File: config.mk
export PLATFORM = sky130hd
export DESIGN_NAME = fwp_host
export DESIGN_NICKNAME = d
export VERILOG_FILES = /design/src/fwp_pkg.sv /design/src/fwp_host.sv
export SDC_FILE = /design/constraint.sdc
export NUM_CORES = 1
export LEC_CHECK = 0
export ABC_AREA = 0
export BUFFER_PORTS_ARGS = -buffer_cell sky130_fd_sc_hd__buf_2
export CAP_MARGIN = 15
export CORE_UTILIZATION = 30
export CTS_BUF_LIST = sky130_fd_sc_hd__clkbuf_8
export DETAILED_ROUTE_END_ITERATION = 8
export PLACE_DENSITY_LB_ADDON = 0.05
export SYNTH_ARGS = -nofsm -noshare
export SYNTH_HDL_FRONTEND = slang
export SYNTH_SLANG_ARGS = --single-unit
File: constraint.sdc
create_clock -name pclk -period 4.2 [get_ports pclk]
set_input_delay 0.21 -clock pclk [delete_from_list [all_inputs] [get_ports pclk]]
set_output_delay 0.21 -clock pclk [all_outputs]
set_load 0.005 [all_outputs]
File: src/fwp_pkg.sv
`default_nettype none
package fwp_pkg;
    // Flash command codes written on the data bus
    localparam logic [7:0] CMD_READ_STATUS  = 8'h70;
    localparam logic [7:0] CMD_CLEAR_STATUS = 8'h50;
    localparam logic [7:0] CMD_ERASE_SETUP  = 8'h20;
    localparam logic [7:0] CMD_CHIP_SETUP   = 8'h30;
    localparam logic [7:0] CMD_WRITE_SETUP  = 8'h40;
    localparam logic [7:0] CMD_LOCK_SETUP   = 8'h60;
    localparam logic [7:0] CMD_CONFIRM      = 8'hD0;
    localparam logic [7:0] CMD_SET_BLOCK    = 8'h01;
    localparam logic [7:0] CMD_SET_PERM     = 8'hF1;
    localparam logic [7:0] CMD_READ_ARRAY   = 8'hFF;
    // Operation status bit positions
    localparam int SR_READY     = 7;
    localparam int SR_ERASE_SUS = 6;
    localparam int SR_ERASE_ERR = 5;
    localparam int SR_WRITE_ERR = 4;
    localparam int SR_SUPPLY    = 3;
    localparam int SR_WRITE_SUS = 2;
    localparam int SR_PROTECT   = 1;
    // Polling mask: reserved bit 0 always dropped
    localparam logic [7:0] SR_POLL_MASK = 8'hFE;
    // APB register byte addresses
    localparam logic [7:0] REG_CTRL   = 8'h00;
    localparam logic [7:0] REG_ADDR   = 8'h04;
    localparam logic [7:0] REG_DATA   = 8'h08;
    localparam logic [7:0] REG_STATUS = 8'h0C;
    // Control register fields
    localparam int CTRL_START = 0;
    localparam int CTRL_OP_LO = 1;
    // Operation codes in the control register
    localparam logic [2:0] OP_ERASE   = 3'h0;
    localparam logic [2:0] OP_WRITE   = 3'h1;
    localparam logic [2:0] OP_CHIP    = 3'h2;
    localparam logic [2:0] OP_SETBLK  = 3'h3;
    localparam logic [2:0] OP_CLRBLK  = 3'h4;
    localparam logic [2:0] OP_SETPERM = 3'h5;
    localparam logic [2:0] OP_CLRSR   = 3'h6;
    // Bus strobe timing: least 100 ns low and high
    localparam int STROBE_NS  = 100;
    localparam int CLK_NS     = 50;
    localparam int STROBE_CYC = (STROBE_NS + CLK_NS - 1) / CLK_NS;
    // Sequencer states
    typedef enum logic [3:0] {
        FWP_IDLE, FWP_WR_LO, FWP_WR_HI, FWP_RD_LO, FWP_RD_HI, FWP_NEXT
    } fwp_state_t;
endpackage
`default_nettype wire

File: src/fwp_host.sv
`timescale 1ns/10ps
`default_nettype none
module fwp_host
    import fwp_pkg::*;
#(
    parameter int AW = 21
) (
    input  wire logic          pclk,
    input  wire logic          presetn,
    input  wire logic          psel,
    input  wire logic          penable,
    input  wire logic          pwrite,
    input  wire logic [7:0]    paddr,
    input  wire logic [31:0]   pwdata,
    output logic      [31:0]   prdata,
    output logic               pready,
    output logic               pslverr,
    output logic      [AW-1:0] flash_addr,
    output logic      [7:0]    flash_dq_out,
    output logic               flash_dq_oe,
    input  wire logic [7:0]    flash_dq_in,
    output logic               flash_ce_n,
    output logic               flash_we_n,
    output logic               flash_oe_n,
    input  wire logic          ready_busy_pin
);
    // Sequence steps: list of bus cycles to issue
    fwp_state_t     st_r, st_nxt;       // Sequencer state
    logic [2:0]     op_r, op_nxt;       // Operation in progress
    logic [2:0]     step_r, step_nxt;   // Step within sequence
    logic [3:0]     cnt_r, cnt_nxt;     // Strobe width counter
    logic           busy_r, busy_nxt;   // Sequence running
    logic           done_r, done_nxt;   // Sticky done flag
    logic [AW-1:0]  tadr_r, tadr_nxt;   // Target address
    logic [7:0]     tdat_r, tdat_nxt;   // Write data
    logic [7:0]     sr_r, sr_nxt;       // Last valid status, bit 0 masked
    logic [31:0]    prdata_nxt;
    logic [AW-1:0]  fa_nxt;
    logic [7:0]     fd_nxt;
    logic           oe_nxt, ce_nxt, we_nxt, rd_nxt, pready_nxt, err_nxt;

    // One bus cycle of a sequence: is it a write, and with which data
    function automatic logic step_is_write(input logic [2:0] op, input logic [2:0] s);
        // Step 0 writes read-status, 1 polls, 2 and 3 write the pair, 4 polls, 5 leaves
        if (op == OP_CLRSR)
            return (s == 3'h0) || (s == 3'h2);
        return (s == 3'h0) || (s == 3'h2) || (s == 3'h3) || (s == 3'h5);
    endfunction

    function automatic logic [7:0] step_data(input logic [2:0] op, input logic [2:0] s,
                                             input logic [7:0] d);
        step_data = CMD_READ_STATUS;
        if (s == 3'h5)
            step_data = CMD_READ_ARRAY;
        else if (op == OP_CLRSR && s == 3'h2)
            step_data = CMD_CLEAR_STATUS;
        else if (s == 3'h2) begin
            unique case (op)
                OP_ERASE:  step_data = CMD_ERASE_SETUP;
                OP_WRITE:  step_data = CMD_WRITE_SETUP;
                OP_CHIP:   step_data = CMD_CHIP_SETUP;
                OP_CLRBLK: step_data = CMD_LOCK_SETUP;
                default:   step_data = CMD_LOCK_SETUP;
            endcase
        end else if (s == 3'h3) begin
            unique case (op)
                OP_WRITE:   step_data = d;
                OP_SETBLK:  step_data = CMD_SET_BLOCK;
                OP_SETPERM: step_data = CMD_SET_PERM;
                default:    step_data = CMD_CONFIRM;
            endcase
        end
    endfunction

    // Next-state logic for the sequencer, flash pins and APB answer
    always_comb begin
        st_nxt = st_r;  op_nxt = op_r;  step_nxt = step_r;  cnt_nxt = cnt_r;
        busy_nxt = busy_r;  done_nxt = done_r;  tadr_nxt = tadr_r;  tdat_nxt = tdat_r;
        sr_nxt = sr_r;  fa_nxt = flash_addr;  fd_nxt = flash_dq_out;  oe_nxt = flash_dq_oe;
        ce_nxt = flash_ce_n;  we_nxt = flash_we_n;  rd_nxt = flash_oe_n;
        prdata_nxt = prdata;  pready_nxt = 1'b0;  err_nxt = 1'b0;
        // APB: answer in the second access cycle, one wait state after the first
        if (psel && penable && !pready) begin
            pready_nxt = 1'b1;
            unique case (paddr)
                REG_CTRL: begin
                    prdata_nxt = {29'h0, busy_r, done_r, 1'b0};
                    if (pwrite && pwdata[CTRL_START] && !busy_r) begin
                        op_nxt   = pwdata[CTRL_OP_LO +: 3];
                        busy_nxt = 1'b1;
                        done_nxt = 1'b0;
                        step_nxt = 3'h0;
                        st_nxt   = FWP_NEXT;
                    end else if (pwrite && !pwdata[CTRL_OP_LO+3])
                        done_nxt = 1'b0;
                end
                REG_ADDR: begin
                    prdata_nxt = 32'(tadr_r);
                    if (pwrite && !busy_r) tadr_nxt = pwdata[AW-1:0];
                end
                REG_DATA: begin
                    prdata_nxt = {24'h0, tdat_r};
                    if (pwrite && !busy_r) tdat_nxt = pwdata[7:0];
                end
                REG_STATUS: prdata_nxt = {24'h0, sr_r};
                default: begin
                    prdata_nxt = 32'h0;
                    err_nxt    = 1'b1;
                end
            endcase
        end
        // Flash bus sequencer
        unique case (st_r)
            FWP_IDLE: ;
            FWP_NEXT: begin
                if (step_r == 3'h6 || (op_r == OP_CLRSR && step_r == 3'h3)) begin
                    busy_nxt = 1'b0;
                    done_nxt = 1'b1;
                    st_nxt   = FWP_IDLE;
                end else begin
                    // Second cycle of the pair (confirm, code or data) goes to the block address, others to address 0
                    fa_nxt  = (step_r == 3'h3) ? tadr_r : '0;
                    cnt_nxt = 4'(STROBE_CYC);
                    ce_nxt  = 1'b0;
                    if (step_is_write(op_r, step_r)) begin
                        fd_nxt = step_data(op_r, step_r, tdat_r);
                        oe_nxt = 1'b1;
                        we_nxt = 1'b0;
                        st_nxt = FWP_WR_LO;
                    end else begin
                        oe_nxt = 1'b0;
                        rd_nxt = 1'b0;
                        st_nxt = FWP_RD_LO;
                    end
                end
            end
            FWP_WR_LO, FWP_RD_LO: begin
                cnt_nxt = cnt_r - 4'h1;
                if (cnt_r == 4'h1) begin
                    cnt_nxt = 4'(STROBE_CYC);
                    if (st_r == FWP_RD_LO) begin
                        // Sample only once the engine reports ready
                        if (flash_dq_in[SR_READY] && ready_busy_pin) begin
                            sr_nxt = flash_dq_in & SR_POLL_MASK;
                            step_nxt = step_r + 3'h1;
                        end
                        st_nxt = FWP_RD_HI;
                    end else begin
                        step_nxt = step_r + 3'h1;
                        st_nxt = FWP_WR_HI;
                    end
                    we_nxt = 1'b1;
                    rd_nxt = 1'b1;
                end
            end
            FWP_WR_HI, FWP_RD_HI: begin
                cnt_nxt = cnt_r - 4'h1;
                if (cnt_r == 4'h1) begin
                    ce_nxt = 1'b1;
                    oe_nxt = 1'b0;
                    st_nxt = FWP_NEXT;
                end
            end
            default: st_nxt = FWP_IDLE;
        endcase
    end

    // Registers
    always_ff @(posedge pclk or negedge presetn) begin
        if (!presetn) begin
            st_r <= FWP_IDLE;  op_r <= '0;  step_r <= '0;  cnt_r <= '0;
            busy_r <= 1'b0;  done_r <= 1'b0;  tadr_r <= '0;  tdat_r <= '0;
            sr_r <= 8'h80;  flash_addr <= '0;  flash_dq_out <= '0;  flash_dq_oe <= 1'b0;
            flash_ce_n <= 1'b1;  flash_we_n <= 1'b1;  flash_oe_n <= 1'b1;
            prdata <= '0;  pready <= 1'b0;  pslverr <= 1'b0;
        end else begin
            st_r <= st_nxt;  op_r <= op_nxt;  step_r <= step_nxt;  cnt_r <= cnt_nxt;
            busy_r <= busy_nxt;  done_r <= done_nxt;  tadr_r <= tadr_nxt;
            tdat_r <= tdat_nxt;  sr_r <= sr_nxt;  flash_addr <= fa_nxt;
            flash_dq_out <= fd_nxt;  flash_dq_oe <= oe_nxt;  flash_ce_n <= ce_nxt;
            flash_we_n <= we_nxt;  flash_oe_n <= rd_nxt;
            prdata <= prdata_nxt;  pready <= pready_nxt;  pslverr <= err_nxt;
        end
    end

    // Checks on the host's own behaviour
    a_reserved_masked: assert property (@(posedge pclk) disable iff (!presetn)
        sr_r[0] == 1'b0) else $error("reserved status bit kept");
    a_sample_ready: assert property (@(posedge pclk) disable iff (!presetn)
        $changed(sr_r) |-> sr_r[SR_READY]) else $error("status taken while busy");
    a_no_drive_read: assert property (@(posedge pclk) disable iff (!presetn)
        !flash_oe_n |-> !flash_dq_oe) else $error("bus fight on data pins");
    a_we_width: assert property (@(posedge pclk) disable iff (!presetn)
        $fell(flash_we_n) |-> !flash_we_n [*2]) else $error("write strobe too short");
    a_apb_answer: assert property (@(posedge pclk) disable iff (!presetn)
        (psel && penable && !pready) |=> pready) else $error("apb answer late");
    c_start: cover property (@(posedge pclk) $rose(busy_r));
    c_done: cover property (@(posedge pclk) $fell(busy_r));
    // Step 4 only stays put in the read-high phase when the engine answered busy
    c_poll_busy: cover property (@(posedge pclk) st_r == FWP_RD_HI && step_r == 3'h4);
    c_protect: cover property (@(posedge pclk) $rose(sr_r[SR_PROTECT]));
endmodule
`default_nettype wire

==> results of run 1 <==
==> area by class of cell <==
class	count	area [µm²]	area share, %
flip-flops and latches	108	2710	45.8
multi-input cells	279	2110	35.7
repair buffers	103	556	9.40
well taps	220	275	4.66
clock buffers	9	124	2.10
clock inverters	7	73.8	1.25
inverters	16	60.1	1.02
==> layer usage <==
layer	part of all wire, %	GRT usage, %	routed length, µm	vias to the layer above
met5	0	0	0	-
met4	0.89	3.42	108	0
met3	3.6	4.19	442	5
met2	48	23.8	5840	69
met1	47	19.5	5730	1710
li1	-	-	-	1657
==> cells in the mapped netlist (all sizes together), types with 2 or more instances <==
library cell	count	area (µm²)
a211oi	2	15.0
a21boi	2	15.0
a21o	3	22.5
a21oi	7	35.0
a22o	17	165
a22oi	5	37.5
a2bb2oi	2	17.5
and3	2	12.5
and3b	3	26.3
buf	19	168
clkbuf	17	73.8
dfrtp	104	2600
dfstp	4	105
ha	7	87.6
inv	16	60.1
mux2	48	616
mux2i	5	50.1
mux4	2	45.0
nand2	59	221
nand2b	5	31.3
nand3	6	30.0
nor2	9	50.1
nor2b	5	31.3
nor3	3	15.0
nor3b	7	63.8
o21ai	35	175
o2bb2ai	2	17.5
or2	2	12.5
or3	2	12.5
or4bb	2	22.5
==> stage by stage <==
step	instances	power, mW	area [µm²]	hold WS [ns]
5_1_grt	742	1.94	5910	0.0103
2_1_floorplan	439	1.14	5120	-0.0856
3_3_place_gp	724	1.19	5670	0.443
4_1_cts	740	1.88	5870	0.0151
3_5_place_dp	724	1.19	5670	0.444
6_report	742	1.84	5910	0.0443
==> worst paths after layout <==
| check | startpoint | endpoint | slack, ns | cells past startpoint |
|---|---|---|---|---|
| worst min register to register | flash_ce_n | flash_ce_n | 0.48 | 2 |
| worst min-delay path | pwdata[20] | tadr_r[20] | 0.04 | 2 |
| worst max register to register | pready | tadr_r[0] | 1.66 | 5 |
| worst max-delay path | pready | tadr_r[0] | 1.66 | 5 |
| max in group asynchronous | presetn | sr_r[1] | 2.86 | 4 |
| min in group asynchronous | presetn | prdata[16] | 0.27 | 2 |
==> state kept, by name, summed over array words and instances (netlist names), 3 cells and up <==
name,count
cnt_r,4
flash_addr,21
flash_dq_out,8
op_r,3
prdata,21
sr_r,7
st_r,4
step_r,3
tadr_r,21
tdat_r,8
==> worst max-delay path: stages (launching register included) <==
cell and delay [ns]:
dfrtp_1 0.40, nand3b_2 0.20, buf_4 0.24, or3_1 0.62
nor2_8 0.59, mux2_2 0.39
==> timing repair <==
action / CTS / global route
hold buffers: 0 / 1
resized for setup: 0 / 0
endpoints found under the setup margin: 0 / 0
setup buffers: 0 / 0
endpoints found under the hold margin: 0 / 22
==> cell families (layout without fill, tap and decap cells) <==
group | Yosys count | count (layout) | synth area share [%]
buffers and inverters | 52 | 135 | 5.94
DFF | 108 | 108 | 53.4
other | 1 | 12 | 0.0739
xor gates and xnor gates | 1 | 1 | 0.173
adders and majority gates | 7 | 7 | 1.73
and+or+nand+nor | 119 | 119 | 13.3
AOI/OAI and AO/OA | 85 | 85 | 11.4
muxes | 55 | 55 | 14.0
==> power breakdown <==
group          total, mW  internal, mW  switching (mW)
Sequential          1.07          1.05          0.0136
Clock              0.665         0.282           0.383
Combinational      0.107        0.0430          0.0643
Total               1.84          1.38           0.461
==> flow_summary.html, run 1 <==
<table>
<tr><th>Metric</th><th>Value</th></tr>
<tr><th colspan="2">Finish</th></tr>
<tr><td>Most frequent cells in the layout</td><td>dfrtp_1, buf_2, nand2_1, o21ai_0, mux2_2</td></tr>
<tr><td>Share of layout cells above drive strength 1</td><td>37.4%</td></tr>
<tr><td>Area overhead of the layout relative to synthesis</td><td>16.4%</td></tr>
<tr><td>Leading cell type in the layout, fill and taps excluded</td><td>dfrtp_1</td></tr>
<tr><td>N_diodes</td><td>0</td></tr>
<tr><td>Final #Nets</td><td>578</td></tr>
<tr><td>Post-layout utilization of the core</td><td>a little over a third</td></tr>
<tr><td>Fill cell count</td><td>1715</td></tr>
<tr><th colspan="2">STA</th></tr>
<tr><td>Final min period</td><td>2.54 ns</td></tr>
<tr><td>Total count of hold-check failures in the final report</td><td>0</td></tr>
<tr><td>Worst clock skew on the final layout</td><td>0.0136 ns</td></tr>
<tr><td>Min setup slack post-route</td><td>1.66 ns</td></tr>
<tr><td>Worst-Margin Slew</td><td>0.678 ns</td></tr>
<tr><td>Final critical-path share of the clock period</td><td>between 60 and 70%</td></tr>
<tr><td>Unrepaired setup endpoints after global routing</td><td>no</td></tr>
<tr><td>FMAX</td><td>0.394 GHz</td></tr>
<tr><td>Setup TNS</td><td>0 ns</td></tr>
<tr><td>Slew Limit Fails</td><td>0</td></tr>
<tr><td>Worst slew margin relative to its limit</td><td>a little over half</td></tr>
<tr><td>Number of endpoints failing setup at the final stage</td><td>0</td></tr>
<tr><th colspan="2">Setup path</th></tr>
<tr><td>Worst-path maximum fanout</td><td>25</td></tr>
<tr><td>Endpoint required time on the critical path</td><td>4.49 ns</td></tr>
<tr><td>Critical Path Source Type</td><td>flip-flop</td></tr>
<tr><td>Kind of end point of the critical path</td><td>flip-flop</td></tr>
<tr><td>Critical Path AT</td><td>2.83 ns</td></tr>
<tr><td>Classification of the worst setup path</td><td>flip-flop to flip-flop</td></tr>
<tr><th colspan="2">Clocking</th></tr>
<tr><td>Clock-pin transition on the worst setup and hold timing paths</td><td>0.11 ns</td></tr>
<tr><td>Root buf cell</td><td>clkbuf_8</td></tr>
<tr><td>Max clock buf depth</td><td>2</td></tr>
<tr><td>CTS Buf Count</td><td>9</td></tr>
<tr><td>CTS H-Tree Depth</td><td>3</td></tr>
<tr><td>Clock Latency Late Sink</td><td>0.39 ns</td></tr>
<tr><td>CTS Sinks</td><td>approximately 110</td></tr>
<tr><td>Clock tree from TritonCTS</td><td>yes</td></tr>
<tr><th colspan="2">Run</th></tr>
<tr><td>Number of max-cap violations</td><td>0</td></tr>
<tr><th colspan="2">Yosys</th></tr>
<tr><td>Netlist Area Pre-Place</td><td>5070 µm²</td></tr>
<tr><td>Cells after synthesis</td><td>approximately 430</td></tr>
<tr><td>Share of flip-flops with an asynchronous set or reset after synthesis</td><td>100%</td></tr>
<tr><td>Syn avg cell area</td><td>11.9 µm²</td></tr>
<tr><td>Sequential area share after synthesis</td><td>53.4%</td></tr>
<tr><td>Number of distinct library cell variants in the gate-level netlist after synthesis</td><td>64</td></tr>
<tr><td>Post-synth EDFFs</td><td>0</td></tr>
<tr><td>Most common flop cell mapped by yosys</td><td>dfrtp_1</td></tr>
<tr><td>Register bit total from synthesis</td><td>108</td></tr>
<tr><td>Number of warnings reported in the yosys synthesis log</td><td>0</td></tr>
<tr><th colspan="2">Floorplan</th></tr>
<tr><td>Total number of placement rows</td><td>47</td></tr>
<tr><td>Initial Util</td><td>slightly above 30%</td></tr>
<tr><td>Height of the chip</td><td>about 130 µm</td></tr>
<tr><td>Ports</td><td>between 100 and 150</td></tr>
<tr><td>Area of the core</td><td>16500 µm²</td></tr>
<tr><td>Chip width</td><td>approximately 130 µm</td></tr>
<tr><td>Die area</td><td>17400 µm²</td></tr>
<tr><th colspan="2">Routing</th></tr>
<tr><td>DRC errors left</td><td>0</td></tr>
<tr><td>Count of antenna-violating nets left after detailed routing</td><td>0</td></tr>
<tr><td>Per-cell routed wire length</td><td>roughly 16 µm</td></tr>
<tr><td>Total via count after detailed routing</td><td>~3400</td></tr>
<tr><td>Number of violations reported at the end of detailed-routing iteration 0</td><td>134</td></tr>
<tr><td>Drt pass-1 iters</td><td>4</td></tr>
<tr><td>Drt total wl</td><td>about 12000 µm</td></tr>
<tr><td>Detail-routed via count per cell</td><td>around 4.6</td></tr>
<tr><th colspan="2">Place</th></tr>
<tr><td>Final weighted congestion in routability-driven placement</td><td>about 0.74</td></tr>
<tr><td>Total half-perimeter wirelength after legalization and detailed placement</td><td>approximately 8400 µm</td></tr>
<tr><td>Pre-CTS WS</td><td>around 1.5 ns</td></tr>
<tr><td>Count of buffers inserted at the top-level ports</td><td>97</td></tr>
<tr><th colspan="2">Global route</th></tr>
<tr><td>GRT Total Usage</td><td>14.8%</td></tr>
<tr><td>Initial antenna violation count</td><td>0</td></tr>
<tr><td>Via count of the first global-routing pass</td><td>3458</td></tr>
<tr><td>Overflow left after global routing</td><td>0</td></tr>
<tr><td>Pin count of the biggest net entering global routing</td><td>82</td></tr>
<tr><td>Wire length of the first global-routing pass</td><td>19700 µm</td></tr>
<tr><th colspan="2">Pwr</th></tr>
<tr><td>Reported leakage power</td><td>2.99 nW</td></tr>
<tr><td>Highest ir drop seen on vdd</td><td>~120 µV</td></tr>
<tr><td>Power per cell area</td><td>a little over 300 nW/µm²</td></tr>
<tr><th colspan="2">Hold path</th></tr>
<tr><td>Class of the tightest hold or removal check</td><td>primary input to flip-flop</td></tr>
<tr><th colspan="2">Status</th></tr>
<tr><td>Result of the run</td><td>finished clean</td></tr>
</table>
(Power assumes the default switching activity.)
==> inputs of run 2 (changes only) <==
==> constraint.sdc (replaced) <==
create_clock -name pclk -period 2.61 [get_ports pclk]
set_input_delay 0.1305 -clock pclk [delete_from_list [all_inputs] [get_ports pclk]]
set_output_delay 0.1305 -clock pclk [all_outputs]
set_load 0.005 [all_outputs]
==> run 2 against run 1 <==
  * Global-route usage increased by 0.53 points
  * First-iteration DRC count shrank 18%
  * Clock skew about the same
  * Non-clock buffer count increased by 26
  * Clock-buffer cell count unchanged
==> flow_summary.html, run 2 (synthesis results as in run 1) <==
<table>
<tr><th>Metric</th><th>Value</th></tr>
<tr><th colspan="2">Clocking</th></tr>
<tr><td>Clock Latency Late Sink</td><td>0.38 ns (about the same)</td></tr>
<tr><td>CTS hold repair buffers</td><td>22 (+22)</td></tr>
<tr><td>CTS H-Tree Depth</td><td>3 (unchanged)</td></tr>
<tr><td>Max clock buf depth</td><td>2 (unchanged)</td></tr>
<tr><td>Clock tree from TritonCTS</td><td>yes</td></tr>
<tr><td>CTS Sinks</td><td>108 (unchanged)</td></tr>
<tr><td>Number of gates given a new drive strength after cts</td><td>0 (unchanged)</td></tr>
<tr><td>Postcts setup bufs</td><td>0 (unchanged)</td></tr>
<tr><td>CTS Buf Count</td><td>9 (unchanged)</td></tr>
<tr><td>Root buf cell</td><td>clkbuf_8</td></tr>
<tr><td>Clock-pin transition on the worst setup and hold timing paths</td><td>0.10 ns (about the same)</td></tr>
<tr><th colspan="2">Global route</th></tr>
<tr><td>Overflow left after global routing</td><td>0 (unchanged)</td></tr>
<tr><td>GRT Total Usage</td><td>15.3% (+0.53 points)</td></tr>
<tr><td>Via count of the first global-routing pass</td><td>3628 (+4.9%)</td></tr>
<tr><td>Initial antenna violation count</td><td>0 (unchanged)</td></tr>
<tr><td>Wire length of the first global-routing pass</td><td>20400 µm (+3.9%)</td></tr>
<tr><td>Pin count of the biggest net entering global routing</td><td>48 (-41%)</td></tr>
<tr><th colspan="2">Floorplan</th></tr>
<tr><td>Area of the core</td><td>16500 µm² (unchanged)</td></tr>
<tr><td>Height of the chip</td><td>132 µm (unchanged)</td></tr>
<tr><td>Chip width</td><td>132 µm (unchanged)</td></tr>
<tr><td>Initial Util</td><td>30.7% (unchanged)</td></tr>
<tr><td>Ports</td><td>121 (unchanged)</td></tr>
<tr><td>Die area</td><td>17400 µm² (unchanged)</td></tr>
<tr><td>Total number of placement rows</td><td>47 (unchanged)</td></tr>
<tr><th colspan="2">Routing</th></tr>
<tr><td>Drt total wl</td><td>12500 µm (+3.1%)</td></tr>
<tr><td>DRC errors left</td><td>0 (unchanged)</td></tr>
<tr><td>Count of antenna-violating nets left after detailed routing</td><td>0 (unchanged)</td></tr>
<tr><td>Total via count after detailed routing</td><td>3565 (+3.6%)</td></tr>
<tr><td>Number of violations reported at the end of detailed-routing iteration 0</td><td>110 (-18%)</td></tr>
<tr><td>Detail-routed via count per cell</td><td>4.64 (about the same)</td></tr>
<tr><td>Per-cell routed wire length</td><td>16.3 µm (-0.38%)</td></tr>
<tr><td>Drt pass-1 iters</td><td>4 (unchanged)</td></tr>
<tr><th colspan="2">Finish</th></tr>
<tr><td>Sequential standard cell area</td><td>2710 µm² (unchanged)</td></tr>
<tr><td>Area overhead of the layout relative to synthesis</td><td>20.7%</td></tr>
<tr><td>Share of layout cells above drive strength 1</td><td>36.3% (-1.0 points)</td></tr>
<tr><td>Largest registers</td><td>flash_addr (21), prdata (21), tadr_r (21)</td></tr>
<tr><td>Leading cell type in the layout, fill and taps excluded</td><td>dfrtp_1</td></tr>
<tr><td>Fill cell count</td><td>1678 (-2.2%)</td></tr>
<tr><td>N_diodes</td><td>0 (unchanged)</td></tr>
<tr><td>Final #Nets</td><td>604 (+4.5%)</td></tr>
<tr><td>Multi-input gate area in the final layout</td><td>2110 µm² (unchanged)</td></tr>
<tr><td>Most frequent cells in the layout</td><td>dfrtp_1, buf_2, nand2_1, o21ai_0, mux2_2</td></tr>
<tr><th colspan="2">Pwr</th></tr>
<tr><td>Reported leakage power</td><td>3.09 nW (+3.4%)</td></tr>
<tr><td>Highest ir drop seen on vdd</td><td>206 µV (+69%)</td></tr>
<tr><td>Power per cell area</td><td>466 nW/µm² (+50%)</td></tr>
<tr><td>Total power after layout</td><td>2.86 mW (+55%)</td></tr>
<tr><th colspan="2">STA</th></tr>
<tr><td>Total count of hold-check failures in the final report</td><td>0 (unchanged)</td></tr>
<tr><td>FMAX</td><td>0.455 GHz (+15%)</td></tr>
<tr><td>Unrepaired setup endpoints after global routing</td><td>no</td></tr>
<tr><td>Worst slew margin relative to its limit</td><td>56.0% (+1.3 points)</td></tr>
<tr><td>Final critical-path share of the clock period</td><td>84.2% (+24 points)</td></tr>
<tr><td>Worst clock skew on the final layout</td><td>0.0132 ns (-0.000418 ns)</td></tr>
<tr><td>Worst-Margin Slew</td><td>0.660 ns (-0.0185 ns)</td></tr>
<tr><td>Slew Limit Fails</td><td>0 (unchanged)</td></tr>
<tr><td>Number of endpoints failing setup at the final stage</td><td>0 (unchanged)</td></tr>
<tr><td>Final min period</td><td>2.20 ns (-0.339 ns)</td></tr>
<tr><td>Setup TNS</td><td>0 ns (unchanged)</td></tr>
<tr><th colspan="2">Setup path</th></tr>
<tr><td>Kind of cell adding the most delay to the critical path</td><td>simple AND/OR/NAND/NOR gates</td></tr>
<tr><td>Crit path buffers/inverters</td><td>1 (unchanged)</td></tr>
<tr><td>Crit path cell chain</td><td>ha_1 -&gt; ha_1 -&gt; nand4b_1 -&gt; nand3_2 -&gt; nand2b_1 -&gt; buf_4 -&gt; mux2i_1</td></tr>
<tr><td>Classification of the worst setup path</td><td>flip-flop to flip-flop</td></tr>
<tr><td>Most repeated library cell on the critical path</td><td>ha_1</td></tr>
<tr><td>Endpoint required time on the critical path</td><td>2.91 ns (-1.58 ns)</td></tr>
<tr><td>Critical Path Source Type</td><td>flip-flop</td></tr>
<tr><td>Critical Path AT</td><td>2.50 ns (-0.33 ns)</td></tr>
<tr><td>Worst-path maximum fanout</td><td>9 (-64%)</td></tr>
<tr><td>Worst-path cell with the longest stage delay</td><td>dfrtp_1</td></tr>
<tr><td>Kind of end point of the critical path</td><td>flip-flop</td></tr>
<tr><td>Largest stage delay on the critical path</td><td>0.41 ns (-0.21 ns)</td></tr>
<tr><th colspan="2">Status</th></tr>
<tr><td>Result of the run</td><td>finished clean</td></tr>
<tr><th colspan="2">Place</th></tr>
<tr><td>Total half-perimeter wirelength after legalization and detailed placement</td><td>8630 µm (+2.9%)</td></tr>
<tr><td>Final weighted congestion in routability-driven placement</td><td>0.732 (-0.88%)</td></tr>
<tr><td>Count of buffers inserted at the top-level ports</td><td>97 (unchanged)</td></tr>
<tr><th colspan="2">Run</th></tr>
<tr><td>Number of max-cap violations</td><td>0 (unchanged)</td></tr>
<tr><th colspan="2">Hold path</th></tr>
<tr><td>Class of the tightest hold or removal check</td><td>primary input to flip-flop</td></tr>
</table>
## run 2: cell count changes in the layout (fill, tap and decap cells not counted)
cell / previous run / this run
dlygate4sd3_1: 1 / 22
buf_4: 5 / 9
clkinv_2: 1 / 4
inv_6: 4 / 1
buf_12: 0 / 2
buf_16: 1 / 0
bufinv_16: 1 / 0
inv_1: 17 / 18
## run 2: per-layer routing
metal,wire [µm],part of all wire (%),global-route usage (%)
met5,0,0,0
met4,180,1.4,5.68
met3,400,3.2,2.38
met2,5980,48,24.9
met1,5940,48,20.5
## run 2: through the flow
stage / instances / util (%) / setup slack, ns / hold slack [ns] / cell area [µm²]
final: 768 / 37.1 / 0.412 / 0.0218 / 6120
after global routing: 768 / 37.1 / 0.158 / 0.00677 / 6120
after floorplan: 439 / - / 0.484 / -0.165 / 5120
after CTS: 768 / 37.1 / 0.371 / 0.0000329 / 6120
after global placement: 730 / 34.8 / 0.416 / 0.203 / 5740
after detailed placement: 730 / 34.8 / 0.398 / 0.205 / 5740
## run 2: layout make-up
cell class	count	share of cell area [%]
Inverter	16	0.981
Sequential cell	108	44.2
Clock buffer	9	2.02
Clock inverter	7	0.593
Timing Repair Buffer	129	13.2
Tap cell	220	4.50
Multi-Input combinational cell	279	34.5
## run 2: power by group
group / internal (mW) / switching [mW]
Sequential: 1.69 / 0.0214
Clock: 0.339 / 0.600
Combinational: 0.0907 / 0.110
## run 2: worst reg2reg max path, cell delays in order, from the launching register on
cell and delay, ns:
dfrtp_1 0.41, ha_1 0.17, ha_1 0.36, nand4b_1 0.27, nand3_2 0.15, nand2b_1 0.34, buf_4 0.23, mux2i_1 0.19
## run 2: path summary, 6_finish.rpt
check | startpoint | end | slack [ns] | cells after the start
min reg2reg | flash_ce_n | flash_ce_n | 0.48 | 2
min | pwdata[3] | tadr_r[3] | 0.02 | 2
max reg2reg | step_r[0] | flash_dq_out[3] | 0.41 | 7
min in group asynchronous | presetn | flash_addr[16] | 0.29 | 2
max in group asynchronous | presetn | prdata[8] | 1.53 | 3
max | step_r[0] | flash_dq_out[3] | 0.41 | 7
